===== src/core/ocr_pkg.sv =====
`default_nettype none

package ocr_pkg;

    // register addresses as seen by the frame decoder
    localparam logic [7:0] ADDR_STATUS = 8'h00;
    localparam logic [7:0] ADDR_DATA = 8'h01;
    localparam logic [7:0] ADDR_CONTROL = 8'h55;
    localparam logic [7:0] ADDR_RESET = 8'h56;
    localparam logic [7:0] ADDR_CONFIG = 8'h57;
    localparam logic [7:0] ADDR_GAIN = 8'h58;
    localparam logic [7:0] ADDR_ZERO = 8'h59;

    // reset values
    localparam logic [15:0] CONTROL_RESET = 16'h0000;
    localparam logic [15:0] CONFIG_RESET = 16'h0000;
    localparam logic [15:0] DATA_RESET = 16'h0000;
    localparam logic [15:0] GAIN_RESET = 16'hFFFF;
    localparam logic [15:0] ZERO_RESET = 16'h0000;
    localparam logic [15:0] MIDSCALE_CODE = 16'h8000;

    // writable bits; reserved bits are stored as zero
    localparam logic [15:0] CONTROL_WRITE_MASK = 16'hFFF7;
    localparam logic [15:0] CONFIG_WRITE_MASK = 16'h07BF;

    // control register fields
    localparam int CTL_CLEAR_SEL = 15;
    localparam int CTL_OUT_EN = 12;
    localparam int CTL_RCLK_HI = 11;
    localparam int CTL_RCLK_LO = 8;
    localparam int CTL_RSTEP_HI = 7;
    localparam int CTL_RSTEP_LO = 5;
    localparam int CTL_SLEW_EN = 4;
    localparam int CTL_RANGE_HI = 2;
    localparam int CTL_RANGE_LO = 0;
    localparam int RANGE_CURRENT_BIT = 2;
    localparam int RANGE_BIPOLAR_BIT = 1;

    // configuration register fields
    localparam int CFG_SPAN_HI = 10;
    localparam int CFG_SPAN_LO = 9;
    localparam int CFG_BOTH_EN = 8;
    localparam int CFG_ALT_PD = 7;
    localparam int CFG_TRIM_EN = 5;
    localparam int CFG_MODEM_EN = 4;
    localparam int CFG_FRAME_CHK = 3;
    localparam int CFG_WD_EN = 2;
    localparam int CFG_WD_SEL_HI = 1;
    localparam int CFG_WD_SEL_LO = 0;

    // reset register and status bits
    localparam int RST_BIT = 0;
    localparam int ST_FRAME_ERR = 4;
    localparam int ST_WATCHDOG = 3;
    localparam int ST_LOAD = 2;
    localparam int ST_RAMP = 1;
    localparam int ST_OVERTEMP = 0;

    // range codes
    localparam logic [2:0] RANGE_4_20MA = 3'b101;

    // timing
    localparam int CLK_HZ = 100_000_000;
    localparam int CYC_PER_MS = CLK_HZ / 1000;
    localparam int WD_MS0 = 10;
    localparam int WD_MS1 = 50;
    localparam int WD_MS2 = 100;
    localparam int WD_MS3 = 200;

endpackage

`default_nettype wire


===== src/core/ocr_trim.sv =====
`timescale 1ns/1ps
`default_nettype none

// code_out = code * (gain + 1) / 65536 + zero, clamped to the code range
module ocr_trim #(
    parameter int DATA_BITS = 16
) (
    input wire logic clock,
    input wire logic resetn,
    input wire logic trim_enable,
    input wire logic [15:0] code_in,
    input wire logic [15:0] gain,
    input wire logic [15:0] zero,
    output logic [15:0] code_out
);

    localparam logic [15:0] LOW_MASK = 16'((32'h1 << (16 - DATA_BITS)) - 32'h1);

    logic [16:0] gain_p1;
    logic [32:0] product;
    logic signed [17:0] scaled;
    logic signed [17:0] sum;
    logic [15:0] trimmed;

    // gain is unsigned, zero is twos complement
    assign gain_p1 = {1'b0, gain} + 17'h00001;
    assign product = 33'(code_in) * 33'(gain_p1);
    assign scaled = $signed({1'b0, product[32:16]});
    assign sum = scaled + 18'($signed(zero));

    always_comb begin
        if (sum < 18'sh00000) begin
            trimmed = 16'h0000;
        end else if (sum > 18'sh0FFFF) begin
            trimmed = 16'hFFFF;
        end else begin
            trimmed = sum[15:0];
        end
    end

    always_ff @(posedge clock) begin
        if (!resetn) begin
            code_out <= 16'h0000;
        end else if (trim_enable) begin
            code_out <= trimmed & ~LOW_MASK;
        end else begin
            code_out <= code_in & ~LOW_MASK;
        end
    end

endmodule

`default_nettype wire


===== src/core/ocr_regs.sv =====
`timescale 1ns/1ps
`default_nettype none

// Contract
// - secondary span used only in dual mode
// - secondary span decodes like range with top set
// - secondary span write keeps output code
// - dual enable drives both outputs, one code
// - alternate powerdown pulls sense node to ground
// - trim enable applies gain and zero trims
// - modem input only in 4-20 mA range
// - frame checking only when enabled
// - output code unsigned, resets to zero
// - 12-bit variant ignores low four bits
// - gain trim is unsigned sixteen bits
// - zero trim is signed sixteen bits
// - reset bit restores power-on defaults, except input synchronizers, read data and trim output register
// - reset bit clears itself
// - monitored faults set alarm flags; only frame and watchdog flags hold
// - flags clear on reset or fault resolution
// - status bit four flags frame error
// - status bit three flags watchdog timeout
// - status bit two flags load fault
// - status bit one shows ramping
// - status bit zero flags overtemperature
// - primary range selects output when enabled
module ocr_regs #(
    parameter int DATA_BITS = 16,
    parameter int WD_CYC0 = ocr_pkg::WD_MS0 * ocr_pkg::CYC_PER_MS,
    parameter int WD_CYC1 = ocr_pkg::WD_MS1 * ocr_pkg::CYC_PER_MS,
    parameter int WD_CYC2 = ocr_pkg::WD_MS2 * ocr_pkg::CYC_PER_MS,
    parameter int WD_CYC3 = ocr_pkg::WD_MS3 * ocr_pkg::CYC_PER_MS
) (
    input wire logic clock,
    input wire logic resetn,
    input wire logic reg_wr_en,
    input wire logic [7:0] reg_wr_addr,
    input wire logic [15:0] reg_wr_data,
    input wire logic reg_rd_en,
    input wire logic [7:0] reg_rd_addr,
    output logic [15:0] reg_rd_data,
    output logic reg_rd_valid,
    input wire logic frame_crc_bad,
    input wire logic frame_fault_clear,
    input wire logic watchdog_kick,
    input wire logic load_fault_in,
    input wire logic overtemp_in,
    output logic frame_check_active,
    output logic voltage_output_enable,
    output logic current_output_enable,
    output logic [2:0] voltage_span,
    output logic [2:0] current_span,
    output logic sense_pulldown_enable,
    output logic modem_couple_enable,
    output logic [15:0] output_code,
    output logic [15:0] alarm_flags
);

    localparam logic [15:0] LOW_MASK = 16'((32'h1 << (16 - DATA_BITS)) - 32'h1);

    logic [15:0] control_r;
    logic [15:0] configuration_r;
    logic [15:0] output_code_r;
    logic [15:0] gain_trim_r;
    logic [15:0] zero_trim_r;
    logic soft_reset_r;
    logic regs_reset;
    logic [1:0] load_sync_r;
    logic [1:0] temp_sync_r;
    logic frame_error_flag_r;
    logic watchdog_timeout_flag_r;
    logic load_fault_flag_r;
    logic ramping_flag_r;
    logic overtemp_flag_r;
    logic [31:0] wd_count_r;
    logic [31:0] wd_limit;
    logic [15:0] ramp_div_r;
    logic [15:0] ramp_code_r;
    logic [15:0] ramp_code_nxt;
    logic [15:0] ramp_step;
    logic [15:0] ramp_gap;
    logic ramp_tick;
    logic [15:0] clear_code;
    logic [2:0] primary_range;
    logic [1:0] secondary_current_span;
    logic both_outputs_enable;
    logic output_enable_bit;
    logic slew_enable;
    logic [3:0] ramp_clock_select;
    logic [2:0] ramp_step_select;
    logic watchdog_enable;
    logic [1:0] watchdog_period_select;
    logic wr_control;
    logic range_changed;

    assign primary_range = control_r[ocr_pkg::CTL_RANGE_HI:ocr_pkg::CTL_RANGE_LO];
    assign output_enable_bit = control_r[ocr_pkg::CTL_OUT_EN];
    assign slew_enable = control_r[ocr_pkg::CTL_SLEW_EN];
    assign ramp_clock_select = control_r[ocr_pkg::CTL_RCLK_HI:ocr_pkg::CTL_RCLK_LO];
    assign ramp_step_select = control_r[ocr_pkg::CTL_RSTEP_HI:ocr_pkg::CTL_RSTEP_LO];
    assign secondary_current_span = configuration_r[ocr_pkg::CFG_SPAN_HI:ocr_pkg::CFG_SPAN_LO];
    assign both_outputs_enable = configuration_r[ocr_pkg::CFG_BOTH_EN];
    assign watchdog_enable = configuration_r[ocr_pkg::CFG_WD_EN];
    assign watchdog_period_select = configuration_r[ocr_pkg::CFG_WD_SEL_HI:ocr_pkg::CFG_WD_SEL_LO];

    assign regs_reset = !resetn || soft_reset_r;

    always_ff @(posedge clock) begin
        if (!resetn) begin
            soft_reset_r <= 1'b0;
        end else begin
            soft_reset_r <= reg_wr_en && (reg_wr_addr == ocr_pkg::ADDR_RESET) &&
                            reg_wr_data[ocr_pkg::RST_BIT] && !soft_reset_r;
        end
    end

    assign wr_control = reg_wr_en && (reg_wr_addr == ocr_pkg::ADDR_CONTROL);
    assign range_changed = wr_control &&
        (reg_wr_data[ocr_pkg::CTL_RANGE_HI:ocr_pkg::CTL_RANGE_LO] != primary_range);

    always_ff @(posedge clock) begin
        if (regs_reset) begin
            control_r <= ocr_pkg::CONTROL_RESET;
        end else if (wr_control) begin
            control_r <= reg_wr_data & ocr_pkg::CONTROL_WRITE_MASK;
        end
    end

    always_ff @(posedge clock) begin
        if (regs_reset) begin
            configuration_r <= ocr_pkg::CONFIG_RESET;
        end else if (reg_wr_en && (reg_wr_addr == ocr_pkg::ADDR_CONFIG)) begin
            configuration_r <= reg_wr_data & ocr_pkg::CONFIG_WRITE_MASK;
        end
    end

    // clear value follows the new range: 0 V, or midscale / negative full scale
    always_comb begin
        if (reg_wr_data[ocr_pkg::RANGE_CURRENT_BIT]) begin
            clear_code = ocr_pkg::DATA_RESET;
        end else if (reg_wr_data[ocr_pkg::RANGE_BIPOLAR_BIT] ^ reg_wr_data[ocr_pkg::CTL_CLEAR_SEL]) begin
            clear_code = ocr_pkg::MIDSCALE_CODE;
        end else begin
            clear_code = ocr_pkg::DATA_RESET;
        end
    end

    always_ff @(posedge clock) begin
        if (regs_reset) begin
            output_code_r <= ocr_pkg::DATA_RESET;
        end else if (range_changed) begin
            output_code_r <= clear_code;
        end else if (reg_wr_en && (reg_wr_addr == ocr_pkg::ADDR_DATA)) begin
            output_code_r <= reg_wr_data & ~LOW_MASK;
        end
    end

    always_ff @(posedge clock) begin
        if (regs_reset) begin
            gain_trim_r <= ocr_pkg::GAIN_RESET & ~LOW_MASK;
        end else if (reg_wr_en && (reg_wr_addr == ocr_pkg::ADDR_GAIN)) begin
            gain_trim_r <= reg_wr_data & ~LOW_MASK;
        end
    end

    always_ff @(posedge clock) begin
        if (regs_reset) begin
            zero_trim_r <= ocr_pkg::ZERO_RESET;
        end else if (reg_wr_en && (reg_wr_addr == ocr_pkg::ADDR_ZERO)) begin
            zero_trim_r <= reg_wr_data & ~LOW_MASK;
        end
    end

    // analog comparators are asynchronous to clock
    always_ff @(posedge clock) begin
        if (!resetn) begin
            load_sync_r <= 2'b00;
            temp_sync_r <= 2'b00;
        end else begin
            load_sync_r <= {load_sync_r[0], load_fault_in};
            temp_sync_r <= {temp_sync_r[0], overtemp_in};
        end
    end

    // load fault only counts while current drives
    always_ff @(posedge clock) begin
        if (regs_reset) begin
            load_fault_flag_r <= 1'b0;
            overtemp_flag_r <= 1'b0;
        end else begin
            load_fault_flag_r <= load_sync_r[1] && current_output_enable;
            overtemp_flag_r <= temp_sync_r[1];
        end
    end

    // frame error, set wins over clear
    always_ff @(posedge clock) begin
        if (regs_reset) begin
            frame_error_flag_r <= 1'b0;
        end else if (frame_check_active && frame_crc_bad) begin
            frame_error_flag_r <= 1'b1;
        end else if (frame_fault_clear) begin
            frame_error_flag_r <= 1'b0;
        end
    end

    always_comb begin
        case (watchdog_period_select)
            2'b00: wd_limit = 32'(WD_CYC0);
            2'b01: wd_limit = 32'(WD_CYC1);
            2'b10: wd_limit = 32'(WD_CYC2);
            default: wd_limit = 32'(WD_CYC3);
        endcase
    end

    always_ff @(posedge clock) begin
        if (regs_reset || !watchdog_enable || watchdog_kick) begin
            wd_count_r <= 32'h0000_0000;
        end else if (wd_count_r < wd_limit) begin
            wd_count_r <= wd_count_r + 32'h0000_0001;
        end
    end

    always_ff @(posedge clock) begin
        if (regs_reset) begin
            watchdog_timeout_flag_r <= 1'b0;
        end else if (watchdog_enable && (wd_count_r >= wd_limit) && !watchdog_kick) begin
            watchdog_timeout_flag_r <= 1'b1;
        end else if (watchdog_kick) begin
            watchdog_timeout_flag_r <= 1'b0;
        end
    end

    // ramp tick every 2^select cycles, step of 2^select codes
    assign ramp_tick = (ramp_div_r == 16'((32'h1 << ramp_clock_select) - 32'h1));
    assign ramp_step = 16'(32'h1 << ramp_step_select);

    always_ff @(posedge clock) begin
        if (regs_reset || !slew_enable || ramp_tick) begin
            ramp_div_r <= 16'h0000;
        end else begin
            ramp_div_r <= ramp_div_r + 16'h0001;
        end
    end

    always_comb begin
        ramp_gap = 16'h0000;
        ramp_code_nxt = ramp_code_r;
        if (!slew_enable) begin
            ramp_code_nxt = output_code_r;
        end else if (ramp_tick) begin
            if (output_code_r > ramp_code_r) begin
                ramp_gap = output_code_r - ramp_code_r;
                ramp_code_nxt = (ramp_gap <= ramp_step) ? output_code_r : ramp_code_r + ramp_step;
            end else if (output_code_r < ramp_code_r) begin
                ramp_gap = ramp_code_r - output_code_r;
                ramp_code_nxt = (ramp_gap <= ramp_step) ? output_code_r : ramp_code_r - ramp_step;
            end
        end
    end

    always_ff @(posedge clock) begin
        if (regs_reset) begin
            ramp_code_r <= ocr_pkg::DATA_RESET;
            ramping_flag_r <= 1'b0;
        end else begin
            ramp_code_r <= ramp_code_nxt;
            ramping_flag_r <= slew_enable && (ramp_code_nxt != output_code_r);
        end
    end

    ocr_trim #(
        .DATA_BITS(DATA_BITS)
    ) u_trim (
        .clock(clock),
        .resetn(resetn),
        .trim_enable(configuration_r[ocr_pkg::CFG_TRIM_EN]),
        .code_in(ramp_code_r),
        .gain(gain_trim_r),
        .zero(zero_trim_r),
        .code_out(output_code)
    );

    assign frame_check_active = configuration_r[ocr_pkg::CFG_FRAME_CHK];
    assign voltage_span = primary_range;

    always_ff @(posedge clock) begin
        if (regs_reset) begin
            voltage_output_enable <= 1'b0;
            current_output_enable <= 1'b0;
            current_span <= 3'b000;
            sense_pulldown_enable <= 1'b0;
            modem_couple_enable <= 1'b0;
        end else begin
            voltage_output_enable <= output_enable_bit &&
                (both_outputs_enable || !primary_range[ocr_pkg::RANGE_CURRENT_BIT]);
            current_output_enable <= output_enable_bit &&
                (both_outputs_enable || primary_range[ocr_pkg::RANGE_CURRENT_BIT]);
            current_span <= both_outputs_enable ? {1'b1, secondary_current_span} : primary_range;
            sense_pulldown_enable <= configuration_r[ocr_pkg::CFG_ALT_PD];
            modem_couple_enable <= configuration_r[ocr_pkg::CFG_MODEM_EN] && output_enable_bit &&
                ((both_outputs_enable ? {1'b1, secondary_current_span} : primary_range) ==
                 ocr_pkg::RANGE_4_20MA);
        end
    end

    always_comb begin
        alarm_flags = 16'h0000;
        alarm_flags[ocr_pkg::ST_FRAME_ERR] = frame_error_flag_r;
        alarm_flags[ocr_pkg::ST_WATCHDOG] = watchdog_timeout_flag_r;
        alarm_flags[ocr_pkg::ST_LOAD] = load_fault_flag_r;
        alarm_flags[ocr_pkg::ST_RAMP] = ramping_flag_r;
        alarm_flags[ocr_pkg::ST_OVERTEMP] = overtemp_flag_r;
    end

    // reads answer one cycle later; unmapped and reset register read zero
    always_ff @(posedge clock) begin
        if (!resetn) begin
            reg_rd_data <= 16'h0000;
            reg_rd_valid <= 1'b0;
        end else begin
            reg_rd_valid <= reg_rd_en;
            if (reg_rd_en) begin
                case (reg_rd_addr)
                    ocr_pkg::ADDR_STATUS: reg_rd_data <= alarm_flags;
                    ocr_pkg::ADDR_DATA: reg_rd_data <= output_code_r;
                    ocr_pkg::ADDR_CONTROL: reg_rd_data <= control_r;
                    ocr_pkg::ADDR_CONFIG: reg_rd_data <= configuration_r;
                    ocr_pkg::ADDR_GAIN: reg_rd_data <= gain_trim_r;
                    ocr_pkg::ADDR_ZERO: reg_rd_data <= zero_trim_r;
                    default: reg_rd_data <= 16'h0000;
                endcase
            end
        end
    end

endmodule

`default_nettype wire


===== config.mk =====
export PLATFORM = sky130hd
export DESIGN_NAME = ocr_regs
export DESIGN_NICKNAME = d
export VERILOG_FILES = /design/src/core/ocr_pkg.sv /design/src/core/ocr_trim.sv /design/src/core/ocr_regs.sv
export SDC_FILE = /design/constraint.sdc
export NUM_CORES = 1
export LEC_CHECK = 0
export ABC_CLOCK_PERIOD_IN_PS = 10000
export BUFFER_PORTS_ARGS = -buffer_cell sky130_fd_sc_hd__buf_4
export CAP_MARGIN = 0
export CORE_MARGIN = 2
export CORE_UTILIZATION = 58
export DETAILED_ROUTE_END_ITERATION = 16
export HOLD_SLACK_MARGIN = 0.12
export PLACE_DENSITY = 0.79
export SETUP_SLACK_MARGIN = 0.02
export SLEW_MARGIN = 10
export SYNTH_ARGS = -nofsm -noshare
export SYNTH_HDL_FRONTEND = slang
export SYNTH_SLANG_ARGS = --single-unit

===== constraint.sdc =====
create_clock -name clock -period 10 [get_ports clock]
set_clock_uncertainty 0.1 [all_clocks]
set_input_delay 2 -clock clock [delete_from_list [all_inputs] [get_ports clock]]
set_output_delay 2 -clock clock [all_outputs]
set_load 0.02 [all_outputs]

[Yosys cells after proc, flatten, opt, wreduce, memory -nomap -nowiden]
Index checks and enable logic that the tools add are counted.
Cells by class
  add/subtract/negate cells: 9
  multipliers: 1
  magnitude comparators: 8
  eq/ne operators: 17
  shift operators: 2
  mux-type cells: 20
  bitwise logic cells: 1
  reductions and logical operators: 36
Operators by type and width (number)
  16-bit two-way mux: 13
  16-bit case mux with 6 select lines: 1
  25-bit case mux with 3 select lines: 1
  8-bit by 7-bit == test with 1-bit output, second input constant: 9
  16-bit subtractor: 3
  16-bit by 17-bit multiplier with 33-bit output: 1
  32-bit by 1-bit adder with 32-bit output, second input constant: 1
  32-bit >= comparator: 1
  16-bit <= comparator: 2
  32-bit less-than comparator: 1
  18-bit by 16-bit adder with 18-bit output: 1
  18-bit by 17-bit greater-than comparator with 1-bit output, second input constant: 1
  1-bit logical AND: 18
  18-bit by 1-bit less-than comparator with 1-bit output, second input constant: 1
  16-bit by 1-bit adder with 17-bit output, second input constant: 1
  16-bit by 1-bit adder with 16-bit output, second input constant: 1
  16-bit adder: 1
  16-bit == test: 1
  8-bit by 1-bit == test with 1-bit output, second input constant: 2
  16-bit greater-than comparator: 1
  16-bit less-than comparator: 1
  16-bit != test: 1
  1-bit by 3-bit << shifter with 16-bit output, first input constant: 1
  1-bit by 4-bit << shifter with 16-bit output, first input constant: 1
  13 further kinds: 29
Storage, ports and cells
  register bits: 187
  bits of input ports: 41
  output and inout bits: 60
  logic and storage cells: 118

[Longest topological paths before layout]
  word-level depth: 9
  depth in mapped cells: 44
  gate-level depth less buffers: 40

[Modules after synthesis]
From an unflattened synthesis, not the netlist that was laid out.
Unflattened totals
  cell total of the unflattened synthesis: 2842
  area total of the unflattened synthesis: 22776.8 sq um
Modules (own cells, without submodules)
  ocr_regs: instances 1, cells each 1610, area an instance 12425.7 sq um, sequential area each 3423.3 sq um
  ocr_trim: instances 1, cells each 1232, area an instance 10351.2 sq um, sequential area each 320.3 sq um

[Worst setup path after synthesis]
No wires, ideal clock.
  path type: reg-to-reg
  from: register gain_trim_r[3]
  to: register u_trim.code_out[8]
  setup time: 59 ps
  arrival: 9486 ps
  data required time: 9841 ps
  path slack: 355 ps
  cell stages (with the launch flop): 42
  path buffers: 4
  period minus slack after synthesis: 9645 ps
  cell sequence: dfxtp_1 clkbuf_1 nand3_1 nor2_1 and3_1 nor2b_1 xor2_1 clkbuf_1 nand2_1 fa_1 fa_1 fa_1 inv_1 fa_1 fa_1 inv_1 fa_1 inv_1 [6 not listed] nor3_1 a21oi_1 nor2b_1 nor2_1 nor2b_1 nor2_1 xnor2_1 ha_1 a21oi_1 o21ai_0 o41ai_1 o2111ai_1 a21oi_1 xor2_1 and3_1 clkbuf_1 clkbuf_1 a22o_1
On the way
  cells in the longest elaborated chain, start to end: 7
  elaborated cells on any way between the ends: 8
RTL lines
  start: declaration: RTL line ocr_regs.sv:64  | logic [15:0] gain_trim_r;
  start signal: assignment: RTL line ocr_regs.sv:160  | gain_trim_r <= ocr_pkg::GAIN_RESET & ~LOW_MASK;
  start signal: assignment: RTL line ocr_regs.sv:162  | gain_trim_r <= reg_wr_data & ~LOW_MASK;
  16-bit by 1-bit adder with 17-bit output *: RTL line ocr_trim.sv:26  | assign gain_p1 = {1'b0, gain} + 17'h00001;
  16-bit by 17-bit multiplier with 33-bit output *: RTL line ocr_trim.sv:27  | assign product = 33'(code_in) * 33'(gain_p1);
  18-bit by 16-bit adder with 18-bit output *: RTL line ocr_trim.sv:29  | assign sum = scaled + 18'($signed(zero));
  18-bit by 17-bit greater-than comparator with 1-bit output: RTL line ocr_trim.sv:34  | end else if (sum > 18'sh0FFFF) begin
  16-bit two-way mux: RTL line ocr_trim.sv:34
  16-bit two-way mux *: RTL line ocr_trim.sv:32  | if (sum < 18'sh00000) begin
  16-bit two-way mux *: RTL line ocr_trim.sv:44  | end else if (trim_enable) begin
  end signal: assignment: RTL line ocr_trim.sv:45  | code_out <= trimmed & ~LOW_MASK;
  end signal: assignment: RTL line ocr_trim.sv:47  | code_out <= code_in & ~LOW_MASK;
  end: declaration: RTL line ocr_trim.sv:14  | output logic [15:0] code_out
Every way passes the cells marked *; elsewhere a longest branch is shown, timed or not.
A chain may end at the register's enable or synchronous reset.

[Final worst setup path]
  from: register gain_trim_r[9]
  to: register u_trim.code_out[6]
The elaborated chain is that of the path after synthesis.

==> results.md <==
* Status: finished, final reports clean
* Critical R2R Launch: gain_trim_r[9]
* Gr ovfl total at 0
* Slew Limit Fails at 0
* Slew at the pin closest to its max-slew limit at 1250 ps
* Synth warnings at 0
* Most common cell after layout, fill and taps aside: inv_1
* CTS Root Cell: clkbuf_16
* Die Area at 39,900 sq um
* Critical path class: flip-flop to flip-flop
* Cell area after layout at 24,100 sq um
* Area of the multi-input gates at 16,600 sq um
* Min-delay worst type: flip-flop to flip-flop
* CP max stage delay at 540 ps
* Fin crit share at 95.6%
* Commonest cells after routing, fill and taps aside: 344 x inv_1, 300 x nand2_1, 236 x nor2_1
* Skew-Pair Late Insertion Delay at 440 ps
* Fin util at 63.7%
* DR pass1 iterations at 6
* Initial antenna violation count at 1
* Seq/Total Area, Yosys at 16.8%
* Final net count at 3,210
* GRT Util Overall at 34.9%
* Drt via density at 6.15
* Placed Cells at 3,238
* GPL Wtd Cong at 0.989
* Post-Route WL at 67.9 mm
* Compound-cell area share of the yosys netlist at 13.9%
* Syn Area/Cell at 8.13 sq um
* Clock Tree Buf Depth at 2
* Non-filler cells, final at 3,271
* Global-route wire length before repair at 108 mm
* Max-capacitance violation count at 0
* Seq cells post-synth at 187
* Peak VDD IR at 0.128 mV
* R2r endpoint: u_trim.code_out[6]
* Hold_sp: temp_sync_r[1]
* Worst EP required at 10,240 ps
* Startpoint Class: flip-flop
* CTS tree: yes
* DRC at 0
* TritonCTS Buffers at 17
* Share of the synthesized area in the top cell type at 19.1%
* H-tree depth at 4
* Vias in the first global route at 20,000
* Most used cell, CP: fa_1
* CP endpoint kind: flip-flop
* Largest family of logic cells by synthesized area: adder cells
* Final setup fails at 0
* Largest area contributor in the netlist: fa_1
* Relative slew slack at 16.3%
* Synth area leaders: fa_1 19%, dfxtp_1 17%, ha_1 12%
* Hold_buf cts at 0
* DPL Wire Length at 52.7 mm
* Reg2reg path depth at 38
* Worst-path fanout max at 16
* Clock Pin Slew Worst Setup and Hold Paths at 80 ps
* Simple-Gate Fraction of Synth Area at 20.0%
* Die height at 200 um
* Ys flop type: dfxtp_1
* Layout area overhead at 8.16%
* CP max-delay cell: fa_1
* Port Buffers at 89
* Starting Density at 58.9%
* Adder-cell area share of the yosys netlist at 30.9%
* PwrDens at 67.0 nW/um^2
* Leak at 0.0115 uW
* Layout fillers at 3,222
* Largest net degree at the start of global routing at 63
* Hold depth at 1
* WHS Endpoint: overtemp_flag_r
* Reg-to-reg slack, setup at 440 ps
* Wire per inst at 20.7 um
* Cell count after synthesis at 2,735
* Antenna Nets Post-Route at 0
* Fin. Hold Viols at 0
* Area occupied by registers at 3750 sq um
* I/O pin count at 101
* Tmin final at 9560 ps
* Clock sinks at 187
* DIE WIDTH at 200 um
* Count of cell types in the netlist at 82
* FFs w/ async S/R, synth at 0%
* Vias at 20,100
* Post-synthesis mux area share at 3.89%
* EDFF count, synth at 0
* Core area at 37,800 sq um
* Worst EP arrival at 9800 ps
* Placed cell areas at 23,300 sq um
* Iter 0 DRT Violations at 1,927
* Layout cells sized above 1 at 8.55%
* Synth Cell Area at 22,200 sq um
* # rows at 71
* Max Freq at 105 MHz
* # diodes at 0
* Synth Area in XOR/XNOR at 5.32%
-- layer usage --
metal / up-vias / track usage, % / share of wire [%]
met5: - / 0 / 0
met4: 0 / 15.4 / 4.9
met3: 225 / 7.39 / 11
met2: 1046 / 55.2 / 45
met1: 9732 / 46.2 / 40
li1: 9111 / - / -
-- synthesized netlist by cell type (27+ instances only) --
cell,count
nor2_1,238
nand2_1,300
nand3_1,70
fa_1,212
mux2i_1,82
ha_1,210
and2_1,115
clkbuf_1,122
xnor2_1,82
o21ai_0,82
a21oi_1,109
dfxtp_1,187
inv_1,344
nor3_1,36
xor2_1,53
and3_1,27
nand4_1,35
-- critical path, delay by kind of cell, from the launching register on --
| family | cells | cell delay, ps |
|---|---|---|
| compound gates | 13 | 2680 |
| simple gates | 10 | 1520 |
| buf+inv | 4 | 350 |
| fa+ha+maj | 8 | 3600 |
| flops | 1 | 510 |
| xor+xnor | 3 | 660 |
-- kinds of logic after synthesis --
logic type | count (synthesis)
AO/OA/AOI/OAI | 457
XOR/XNOR | 135
adder cells (fa/ha/maj) | 422
buffers and inverters | 510
flip-flops | 187
multiplexers | 86
other | 1
AND/OR/NAND/NOR | 937
-- cell type report --
class	count	share of cell area, %
Clock buffer	18	1.78
Clock inverter	14	0.827
Inverter	345	5.38
Multi-Input combinational cell	2048	69.1
Sequential cell	187	15.6
Tap cell	511	2.66
Timing Repair Buffer	148	4.69
-- worst max-delay path by stage --
| stage | from | to | slack (ps) | cells after the start |
|---|---|---|---|---|
| floorplan | gain_trim_r[3] | u_trim.code_out[8] | 350 | 41 |
| global placement | gain_trim_r[2] | u_trim.code_out[14] | 70 | 37 |
| detailed placement | gain_trim_r[2] | u_trim.code_out[1] | -160 | 37 |
| CTS | gain_trim_r[2] | u_trim.code_out[6] | 100 | 40 |
| global route | gain_trim_r[2] | u_trim.code_out[2] | -80 | 41 |
| finish | gain_trim_r[9] | u_trim.code_out[6] | 440 | 38 |
-- registers in the layout, indices dropped and copies added (netlist names), 2 cells and up --
register	cells
temp_sync_r	2
load_sync_r	2
current_span	3
gain_trim_r	16
output_code_r	16
control_r	15
wd_count_r	32
ramp_code_r	16
u_trim.code_out	16
configuration_r	10
ramp_div_r	16
zero_trim_r	16
reg_rd_data	16
-- repair_timing --
action                                  in CTS  in global routing
setup buffers                                0                  1
gates resized for setup                      2                 28
pin swaps                                    0                  3
endpoints found under the setup margin      16                 16
-- power by group --
part	leakage (uW)	internal, uW	switching, uW
sequential	0.00151	746	2.09
clock	0.000303	385	331
combinational	0.00974	46.7	100
total	0.0115	1180	434
-- through the flow --
step	power, uW	hold slack (ps)	TNS, ps	setup slack, ps
finish	1610	339	0	437
detailed placement	906	323	-2380	-165
global route	1660	371	-552	-79.5
global placement	904	327	0	70.4
floorplan	856	306	0	355
CTS	1610	340	0	96.9
No activity file was read; power rests on OpenSTA's default activity.
